<file path="config.mk">
export PLATFORM = sky130hd
export DESIGN_NAME = skip_exec_unit
export DESIGN_NICKNAME = d
export VERILOG_FILES = /design/src/shared/exec_pkg.sv /design/src/data_ram.sv /design/src/sub_alu.sv /design/src/skip_exec_unit.sv
export SDC_FILE = /design/constraint.sdc
export NUM_CORES = 2
export LEC_CHECK = 0
export ABC_AREA = 1
export BUFFER_PORTS_ARGS = -buffer_cell sky130_fd_sc_hd__buf_2
export CORE_UTILIZATION = 63
export CTS_CLUSTER_DIAMETER = 80
export DETAILED_ROUTE_END_ITERATION = 12
export PLACE_DENSITY = 0.8
export SYNTH_ARGS = -nofsm -noshare
export SYNTH_HDL_FRONTEND = slang
export SYNTH_SLANG_ARGS = --single-unit
</file>
<file path="constraint.sdc">
create_clock -name clock_in -period 5.9 [get_ports clock_in]
set_input_delay 0.885 -clock clock_in [delete_from_list [all_inputs] [get_ports clock_in]]
set_output_delay 0.885 -clock clock_in [all_outputs]
set_load 0.02 [all_outputs]
</file>
<file path="src/shared/exec_pkg.sv">
package exec_pkg;

    // Datapath widths
    localparam int DATA_W = 8;
    localparam int MEM_ADDR_W = 7;
    localparam int BIT_SEL_W = 3;
    localparam int PROG_W = 16;
    localparam int PROG_ADDR_W = 12;
    localparam int PTR_LOW_W = 8;
    localparam int PAGE_W = PROG_ADDR_W - PTR_LOW_W;

    // Field positions inside a program word
    localparam int PROG_LOW_LSB = 0;
    localparam int PROG_HIGH_LSB = 8;

    // Values after reset
    localparam logic [DATA_W-1:0] WORK_RESET = 8'h00;
    localparam logic [DATA_W-1:0] LATCH_RESET = 8'h00;
    localparam logic [PROG_ADDR_W-1:0] PROG_ADDR_RESET = 12'h000;
    localparam logic FLAG_RESET = 1'b0;

    // Constants of the operations
    localparam logic [DATA_W-1:0] ALL_ONES = 8'hFF;
    localparam logic [DATA_W-1:0] ONE = 8'h01;
    localparam logic [DATA_W-1:0] ZERO = 8'h00;
    localparam logic [PAGE_W-1:0] LAST_PAGE = 4'hF;

    // Cycle counts: one execute cycle, one dummy cycle on a taken skip
    localparam int EXEC_CYCLES = 1;
    localparam int SKIP_DUMMY_CYCLES = 1;

    typedef enum logic [4:0] {
        OP_NOP = 5'h00,
        OP_DEC_SKIP_MEM = 5'h01,
        OP_DEC_SKIP_WORK = 5'h02,
        OP_INC_SKIP_MEM = 5'h03,
        OP_INC_SKIP_WORK = 5'h04,
        OP_SET_BYTE = 5'h05,
        OP_SET_BIT = 5'h06,
        OP_SKIP_BIT_SET = 5'h07,
        OP_SKIP_BIT_CLEAR = 5'h08,
        OP_SKIP_ZERO = 5'h09,
        OP_MOVE_SKIP_ZERO = 5'h0A,
        OP_SUB_TO_WORK = 5'h0B,
        OP_SUB_TO_MEM = 5'h0C,
        OP_SUB_IMM = 5'h0D,
        OP_SWAP_MEM = 5'h0E,
        OP_SWAP_TO_WORK = 5'h0F,
        OP_TABLE_CURRENT = 5'h10,
        OP_TABLE_LAST = 5'h11,
        OP_XOR_TO_WORK = 5'h12,
        OP_XOR_TO_MEM = 5'h13,
        OP_LOAD_IMM = 5'h14,
        OP_STORE_WORK = 5'h15
    } op_e;

    typedef enum logic [1:0] {
        ST_IDLE = 2'b00,
        ST_READ = 2'b01,
        ST_EXEC = 2'b11,
        ST_DUMMY = 2'b10
    } state_e;

    typedef struct packed {
        op_e op;
        logic [MEM_ADDR_W-1:0] addr;
        logic [BIT_SEL_W-1:0] bit_sel;
        logic [DATA_W-1:0] imm;
    } cmd_s;

    typedef struct packed {
        logic signed_range;
        logic zero;
        logic nibble_carry;
        logic carry;
    } flags_s;

endpackage

</file>
<file path="src/data_ram.sv">
`timescale 1ns/100ps
module data_ram
    import exec_pkg::*;
#(
    parameter int ADDR_W = MEM_ADDR_W,
    parameter int WIDTH = DATA_W
) (
    // Clock
    input wire logic clock_in,
    // Write port
    input wire logic wr_en_in,
    input wire logic [ADDR_W-1:0] wr_addr_in,
    input wire logic [WIDTH-1:0] wr_data_in,
    // Read port, data one cycle later
    input wire logic [ADDR_W-1:0] rd_addr_in,
    output logic [WIDTH-1:0] rd_data_out
);

    logic [WIDTH-1:0] mem_q [0:(1<<ADDR_W)-1];

    // No reset on the array so it maps to plain RAM
    always_ff @(posedge clock_in) begin
        if (wr_en_in) begin
            mem_q[wr_addr_in] <= wr_data_in;
        end
        rd_data_out <= mem_q[rd_addr_in];
    end

endmodule

</file>
<file path="src/sub_alu.sv">
`timescale 1ns/100ps
module sub_alu
    import exec_pkg::*;
(
    // Operands
    input wire logic [DATA_W-1:0] minuend_in,
    input wire logic [DATA_W-1:0] subtrahend_in,
    // Result and flags
    output logic [DATA_W-1:0] diff_out,
    output flags_s flags_out
);

    logic [DATA_W:0] wide_diff;
    logic [4:0] low_diff;

    // Borrow taken from the extra top bit of each widened difference
    assign wide_diff = {1'b0, minuend_in} - {1'b0, subtrahend_in};
    assign low_diff = {1'b0, minuend_in[3:0]} - {1'b0, subtrahend_in[3:0]};
    assign diff_out = wide_diff[DATA_W-1:0];

    // Carry is the inverse of borrow, so a negative difference clears it
    assign flags_out.carry = ~wide_diff[DATA_W];
    assign flags_out.nibble_carry = ~low_diff[4];
    assign flags_out.zero = (wide_diff[DATA_W-1:0] == ZERO);
    // Signed overflow: operand signs differ and result sign left the minuend's
    assign flags_out.signed_range = (minuend_in[DATA_W-1] != subtrahend_in[DATA_W-1])
        && (wide_diff[DATA_W-1] != minuend_in[DATA_W-1]);

endmodule

</file>
<file path="src/skip_exec_unit.sv">
`timescale 1ns/100ps
// Operation
// - A taken skip costs a third, dummy cycle after read and execute; untaken skips finish in two.
// - Decrement-and-skip: byte minus one, to memory or working register.
// - Increment-and-skip: byte plus one, to memory or working register.
// - Set byte writes all ones, no flag changes.
// - Set bit drives only the chosen bit high.
// - Skip when the chosen bit is one.
// - Skip when the chosen bit is zero.
// - Zero test rewrites the byte unchanged, skips when it is zero.
// - Move to working register, skip when the byte is zero.
// - Skip, set, swap and table read leave arithmetic flags alone.
// - Subtract memory from working register into working register, four flags.
// - Carry clear on a negative difference, set otherwise.
// - Subtract with result written back to memory, four flags.
// - Subtract immediate from working register, four flags.
// - Swap nibbles of the byte and write it back.
// - Swap nibbles into working register, memory untouched.
// - Table read at pointer: low byte to memory, high byte to latch.
// - Table read on last page with low pointer, same destinations.
// - Exclusive-or into working register, zero flag only.
// - Exclusive-or into memory, zero flag only.
module skip_exec_unit
    import exec_pkg::*;
#(
    parameter int HAS_HIGH_POINTER = 1
) (
    // Clock and reset
    input wire logic clock_in,
    input wire logic rst_in,
    // Command from decode
    input wire logic cmd_valid_in,
    input cmd_s cmd_in,
    output logic cmd_ready_out,
    // Completion
    output logic done_out,
    output logic skip_out,
    // Table pointer from its registers
    input wire logic [PAGE_W-1:0] table_pointer_high_in,
    input wire logic [PTR_LOW_W-1:0] table_pointer_low_in,
    // Program memory read port, one cycle latency
    output logic [PROG_ADDR_W-1:0] prog_addr_out,
    input wire logic [PROG_W-1:0] prog_data_in,
    // Architectural state
    output logic [DATA_W-1:0] working_register_out,
    output logic [DATA_W-1:0] table_high_byte_latch_out,
    output flags_s flags_out,
    // Data memory write observation
    output logic mem_wr_out,
    output logic [MEM_ADDR_W-1:0] mem_wr_addr_out,
    output logic [DATA_W-1:0] mem_wr_data_out
);

    state_e state_q, state_d;
    cmd_s cmd_q;
    logic [DATA_W-1:0] work_q;
    logic [DATA_W-1:0] latch_q;
    flags_s flags_q;
    logic [PROG_ADDR_W-1:0] prog_addr_q;
    logic ready_q, done_q, skip_q;
    logic mem_wr_q;
    logic [MEM_ADDR_W-1:0] mem_wr_addr_q;
    logic [DATA_W-1:0] mem_wr_data_q;

    logic [DATA_W-1:0] rd_data;
    logic [DATA_W-1:0] bit_mask;
    logic [DATA_W-1:0] alu_b;
    logic [DATA_W-1:0] alu_diff;
    flags_s alu_flags;

    logic [DATA_W-1:0] result;
    logic wr_mem, wr_work, skip_cond, upd_sub, upd_zero, wr_latch;

    logic accept;
    logic in_exec;
    logic exec_wr;
    logic [DATA_W-1:0] dec_val, inc_val, swap_val, xor_val;
    logic chosen_bit;
    logic [PAGE_W-1:0] page_sel;
    logic [PROG_ADDR_W-1:0] table_addr;
    logic [MEM_ADDR_W-1:0] ram_wr_addr;
    logic [DATA_W-1:0] ram_wr_data;
    logic [MEM_ADDR_W-1:0] ram_rd_addr;

    // One-hot mask of the selected bit position
    genvar gi;
    generate
        for (gi = 0; gi < DATA_W; gi++) begin : g_mask
            assign bit_mask[gi] = (cmd_q.bit_sel == BIT_SEL_W'(gi));
        end
    endgenerate

    // Handshake and phase decode
    assign accept = ready_q && cmd_valid_in;
    assign in_exec = (state_q == ST_EXEC);

    // Candidate results from the byte just read
    assign dec_val = rd_data - ONE;
    assign inc_val = rd_data + ONE;
    assign swap_val = {rd_data[3:0], rd_data[7:4]};
    assign xor_val = work_q ^ rd_data;
    assign chosen_bit = |(rd_data & bit_mask);

    // Immediate form takes the constant instead of the memory byte
    assign alu_b = (cmd_q.op == OP_SUB_IMM) ? cmd_q.imm : rd_data;

    // Table address: last page forces the page bits, else pointer high if present
    assign page_sel = (cmd_in.op == OP_TABLE_LAST) ? LAST_PAGE :
        ((HAS_HIGH_POINTER != 0) ? table_pointer_high_in : {PAGE_W{1'b0}});
    assign table_addr = {page_sel, table_pointer_low_in};

    // Read address comes from the incoming command so data lands for exec
    assign ram_rd_addr = accept ? cmd_in.addr : cmd_q.addr;

    sub_alu u_alu (
        .minuend_in(work_q),
        .subtrahend_in(alu_b),
        .diff_out(alu_diff),
        .flags_out(alu_flags)
    );

    // Per-operation effects, evaluated during the execute cycle
    always_comb begin
        result = rd_data;
        wr_mem = 1'b0;
        wr_work = 1'b0;
        skip_cond = 1'b0;
        upd_sub = 1'b0;
        upd_zero = 1'b0;
        wr_latch = 1'b0;
        unique case (cmd_q.op)
            OP_DEC_SKIP_MEM: begin
                result = dec_val;
                wr_mem = 1'b1;
                skip_cond = (dec_val == ZERO);
            end
            OP_DEC_SKIP_WORK: begin
                result = dec_val;
                wr_work = 1'b1;
                skip_cond = (dec_val == ZERO);
            end
            OP_INC_SKIP_MEM: begin
                result = inc_val;
                wr_mem = 1'b1;
                skip_cond = (inc_val == ZERO);
            end
            OP_INC_SKIP_WORK: begin
                result = inc_val;
                wr_work = 1'b1;
                skip_cond = (inc_val == ZERO);
            end
            OP_SET_BYTE: begin
                result = ALL_ONES;
                wr_mem = 1'b1;
            end
            OP_SET_BIT: begin
                result = rd_data | bit_mask;
                wr_mem = 1'b1;
            end
            OP_SKIP_BIT_SET: begin
                skip_cond = chosen_bit;
            end
            OP_SKIP_BIT_CLEAR: begin
                skip_cond = !chosen_bit;
            end
            OP_SKIP_ZERO: begin
                result = rd_data;
                wr_mem = 1'b1;
                skip_cond = (rd_data == ZERO);
            end
            OP_MOVE_SKIP_ZERO: begin
                result = rd_data;
                wr_work = 1'b1;
                skip_cond = (rd_data == ZERO);
            end
            OP_SUB_TO_WORK, OP_SUB_IMM: begin
                result = alu_diff;
                wr_work = 1'b1;
                upd_sub = 1'b1;
            end
            OP_SUB_TO_MEM: begin
                result = alu_diff;
                wr_mem = 1'b1;
                upd_sub = 1'b1;
            end
            OP_SWAP_MEM: begin
                result = swap_val;
                wr_mem = 1'b1;
            end
            OP_SWAP_TO_WORK: begin
                result = swap_val;
                wr_work = 1'b1;
            end
            OP_TABLE_CURRENT, OP_TABLE_LAST: begin
                result = prog_data_in[PROG_LOW_LSB +: DATA_W];
                wr_mem = 1'b1;
                wr_latch = 1'b1;
            end
            OP_XOR_TO_WORK: begin
                result = xor_val;
                wr_work = 1'b1;
                upd_zero = 1'b1;
            end
            OP_XOR_TO_MEM: begin
                result = xor_val;
                wr_mem = 1'b1;
                upd_zero = 1'b1;
            end
            OP_LOAD_IMM: begin
                result = cmd_q.imm;
                wr_work = 1'b1;
            end
            OP_STORE_WORK: begin
                result = work_q;
                wr_mem = 1'b1;
            end
            default: begin
                result = rd_data;
            end
        endcase
    end

    // Memory write happens only in the execute cycle
    assign exec_wr = in_exec && wr_mem;
    assign ram_wr_addr = cmd_q.addr;
    assign ram_wr_data = result;

    data_ram #(
        .ADDR_W(MEM_ADDR_W),
        .WIDTH(DATA_W)
    ) u_ram (
        .clock_in(clock_in),
        .wr_en_in(exec_wr),
        .wr_addr_in(ram_wr_addr),
        .wr_data_in(ram_wr_data),
        .rd_addr_in(ram_rd_addr),
        .rd_data_out(rd_data)
    );

    // Sequencer: read, execute, then a dummy slot only for a taken skip
    always_comb begin
        state_d = state_q;
        unique case (state_q)
            ST_IDLE: begin
                if (accept) begin
                    state_d = ST_READ;
                end
            end
            ST_READ: begin
                state_d = ST_EXEC;
            end
            ST_EXEC: begin
                state_d = skip_cond ? ST_DUMMY : ST_IDLE;
            end
            ST_DUMMY: begin
                state_d = ST_IDLE;
            end
        endcase
    end

    // State and handshake registers
    always_ff @(posedge clock_in or posedge rst_in) begin
        if (rst_in) begin
            state_q <= ST_IDLE;
            ready_q <= 1'b1;
            done_q <= 1'b0;
            skip_q <= 1'b0;
        end else begin
            state_q <= state_d;
            ready_q <= (state_d == ST_IDLE);
            done_q <= (in_exec && !skip_cond) || (state_q == ST_DUMMY);
            skip_q <= in_exec && skip_cond;
        end
    end

    // Command capture; table address is issued a cycle ahead of execute
    always_ff @(posedge clock_in or posedge rst_in) begin
        if (rst_in) begin
            cmd_q <= '0;
            prog_addr_q <= PROG_ADDR_RESET;
        end else if (accept) begin
            cmd_q <= cmd_in;
            prog_addr_q <= table_addr;
        end
    end

    // Working register and table latch
    always_ff @(posedge clock_in or posedge rst_in) begin
        if (rst_in) begin
            work_q <= WORK_RESET;
            latch_q <= LATCH_RESET;
        end else if (in_exec) begin
            if (wr_work) begin
                work_q <= result;
            end
            if (wr_latch) begin
                latch_q <= prog_data_in[PROG_HIGH_LSB +: DATA_W];
            end
        end
    end

    // Flags move only for subtract and exclusive-or; others keep them
    always_ff @(posedge clock_in or posedge rst_in) begin
        if (rst_in) begin
            flags_q <= '{FLAG_RESET, FLAG_RESET, FLAG_RESET, FLAG_RESET};
        end else if (in_exec && upd_sub) begin
            flags_q <= alu_flags;
        end else if (in_exec && upd_zero) begin
            flags_q.zero <= (result == ZERO);
        end
    end

    // Mirror of the memory write, for whoever watches data memory
    always_ff @(posedge clock_in or posedge rst_in) begin
        if (rst_in) begin
            mem_wr_q <= 1'b0;
            mem_wr_addr_q <= '0;
            mem_wr_data_q <= ZERO;
        end else begin
            mem_wr_q <= exec_wr;
            if (exec_wr) begin
                mem_wr_addr_q <= ram_wr_addr;
                mem_wr_data_q <= ram_wr_data;
            end
        end
    end

    // All outputs straight from flip-flops
    assign cmd_ready_out = ready_q;
    assign done_out = done_q;
    assign skip_out = skip_q;
    assign prog_addr_out = prog_addr_q;
    assign working_register_out = work_q;
    assign table_high_byte_latch_out = latch_q;
    assign flags_out = flags_q;
    assign mem_wr_out = mem_wr_q;
    assign mem_wr_addr_out = mem_wr_addr_q;
    assign mem_wr_data_out = mem_wr_data_q;

endmodule

</file>
==> results.json <==
{
  "remaining_drc_errors": 0,
  "worstHoldStart": "table_pointer_low_in[5]",
  "clk_pin_slew_ns": 0.06,
  "synth-seq-cells": 1108,
  "drtPass1Iterations": 7,
  "synth_flop_cell": "edfxtp_1",
  "core_area_um2": 74950,
  "drt_iter0_markers": 4999,
  "r2r_start": "cmd_q[22]",
  "ir_worst_vdd_uv": 1489,
  "syn_avg_cell_area_um2": 10.83,
  "final_common_cell": "nand2_1",
  "drive_above_1_share_pct": 7.948,
  "clk_latency_ns": 0.72,
  "antennaDiodeCount": 0,
  "rsz0062_at_grt": "false",
  "routedWlPerCell_um": 22.43,
  "layout.nets": 4523,
  "track_usage_pct": 31.84,
  "end_kind": "flop",
  "async_flop_share_pct": 6.859,
  "setup_ws_ns": 1.311,
  "cts_buffers": 107,
  "clock_path_buffers": 3,
  "num_io_pins": 105,
  "pre_cts_ws_ns": 1.445,
  "initial_core_util_pct": 64.21,
  "max_freq_ghz": 0.2179,
  "grt_pass1_vias": 32480,
  "grt-busiest-layer": "met2",
  "worstHoldPathType": "in -> reg",
  "use_met2_pct": 51.60,
  "hpwl_um": 71130,
  "post_drt_via_cell_ratio": 6.126,
  "setup_viol": 0,
  "setup_tns_ns": 0,
  "start_kind": "flop",
  "required_ns": 6.18,
  "die_h_um": 278.4,
  "path_class": "reg -> reg",
  "synth_cell_types": 43,
  "final_cell_mix": "nand2_1 (1218), edfxtp_1 (1024), nand3_1 (604), inv_1 (470), o211ai_1 (246)",
  "finClkSkew_ns": 0.06553,
  "leakage_nw": 20.49,
  "htreeDepth": 3,
  "period_needed_ns": 4.589,
  "dieWidth_um": 278.4,
  "vias": 33760,
  "synthTopCellsByArea": "edfxtp_1 (64%), nand2_1 (9.5%), nand3_1 (6.3%)",
  "antenna_found_initial": 1,
  "synth_top_area_share_pct": 63.90,
  "ctsRootBufferMaster": "clkbuf_16",
  "syn_area_um2": 48120,
  "yosys_warnings": 0,
  "grt_use_met3_pct": 5.574,
  "clock_sinks": 1108,
  "cts_resized": 0,
  "place_congestion": 0.9350,
  "die_area_um2": 77490,
  "grt_overflow": 0,
  "met1_usage_pct": 43.39,
  "portBuffers": 104,
  "synth_edf_count": 1024,
  "cts_tree": "built",
  "cts_hold_buf": 0,
  "grt_pass1_wl_um": 187500,
  "yosysSeqAreaShare_pct": 68.19,
  "area_growth_pct": 9.618,
  "tightest_slew_ns": 1.081,
  "core.rowCount": 100,
  "wl_um": 123600,
  "fin_crit_sh_pct": 77.78,
  "synthesis.nets": 4514,
  "crit_start": "cmd_q[22]",
  "cp.arrival_ns": 4.87,
  "synth_top_area_cell": "edfxtp_1",
  "hold_violations": 0,
  "cts_setup_buffers": 0,
  "maxCapViolCount": 0,
  "pwr_density_cell_nw_per_um2": 647.9,
  "max-slew-margin-rel_pct": 27.95,
  "drtAntennaViolNets": 0,
  "crit_fanout": 31,
  "outcome": "finished clean",
  "grt_max_degree": 180,
  "slew_viol_final": 0,
  "netlist_instances": 4445
}
==> per-stage QoR <==
stage | std cells | cell area, um^2 | utilization (%) | hold WS, ns | total power [mW]
6_report | 5511 | 52750 | 70.38 | 0.3972 | 34.17
5_1_grt | 5511 | 52750 | 70.38 | 0.3935 | 35.45
4_1_cts | 5511 | 52750 | 70.38 | 0.3749 | 33.86
3_5_place_dp | 5314 | 49190 | 65.63 | 0.4595 | 26.98
3_3_place_gp | 5314 | 49190 | 65.63 | 0.4586 | 26.69
2_1_floorplan | 4445 | 48120 | - | 0.4522 | 21.94
==> worst paths after layout <==
kind,slack [ns],endpoint,depth (start not counted)
worst max-delay path,1.31,u_ram.mem_q[124][1],10
worst min-delay path,0.40,prog_addr_out[5],3
worst max register to register,1.31,u_ram.mem_q[124][1],10
worst min register to register,0.47,prog_addr_out[2],2
max in group asynchronous,4.70,ram_wr_addr[4],3
min in group asynchronous,0.52,table_high_byte_latch_out[1],3
==> sequential cells by signal, summed over array words and instances (netlist names), 8 cells and up <==
name                       flops
u_ram.rd_data_out              8
cmd_q                         16
u_ram.mem_q                 1024
prog_addr_out                 12
mem_wr_data_out                8
working_register_out           8
table_high_byte_latch_out      8
==> logic make-up after synthesis <==
logic type,after synthesis,share of synthesized area [%]
AO/OA/AOI/OAI,445,5.985
XOR/XNOR,10,0.1820
adder cells (fa/ha/maj),15,0.4056
buffers and inverters,739,6.420
flip-flops,1108,68.19
multiplexers,9,0.2080
AND/OR/NAND/NOR,2119,18.61
==> critical path: stages, from the launching register on <==
cell and delay [ns]:
dfrtp_1 0.62, inv_1 0.26, nor2_1 0.26, nand2_1 0.18
inv_2 0.13, nor3_1 0.08, nand4_1 0.12, nand2_2 0.34
nor2_4 0.34, nand3_2 0.79, nor2_1 1.03
==> power by group <==
| part | switching, mW | internal [mW] | leakage, nW |
|---|---|---|---|
| logic | 11.0 | 2.77 | 8.52 |
| registers | 0.393 | 13.1 | 10.2 |
| clock network | 2.99 | 3.92 | 1.74 |
| total | 14.4 | 19.8 | 20.5 |
==> Yosys cell counts, types with 2 or more instances <==
master / instances
nand2_1: 1223
edfxtp_1: 1024
nand3_1: 604
inv_1: 477
o211ai_1: 246
nor2_1: 220
buf_2: 147
o21ai_0: 95
dfrtp_1: 75
a21oi_1: 73
clkbuf_1: 49
nand3b_1: 29
buf_4: 27
buf_1: 19
o21ai_1: 19
ha_1: 14
nand4_1: 12
inv_2: 11
dfxtp_1: 8
mux2_2: 8
nand2_2: 8
nor3_1: 8
xor2_1: 8
clkinv_1: 5
nor2_2: 5
buf_6: 4
nand3_2: 4
o22ai_1: 4
nor2_4: 3
o21ai_2: 2
xnor2_1: 2
==> layout make-up <==
class / count / area [um^2]
clock buffer: 123 / 2738
clock inverter: 74 / 822.0
fill: 4991 / 22200
inverter: 493 / 1874
multi-input combinational: 2598 / 12290
sequential: 1108 / 32810
tap: 969 / 1212
timing repair buffer: 146 / 998.5
==> metal layers <==
metal	share of wire (%)	vias to the layer above
met5	0	-
li1	-	15230
met3	11	347
met1	38	15990
met2	47	2194
met4	3.9	0
No activity file was read; power rests on OpenSTA's default activity.
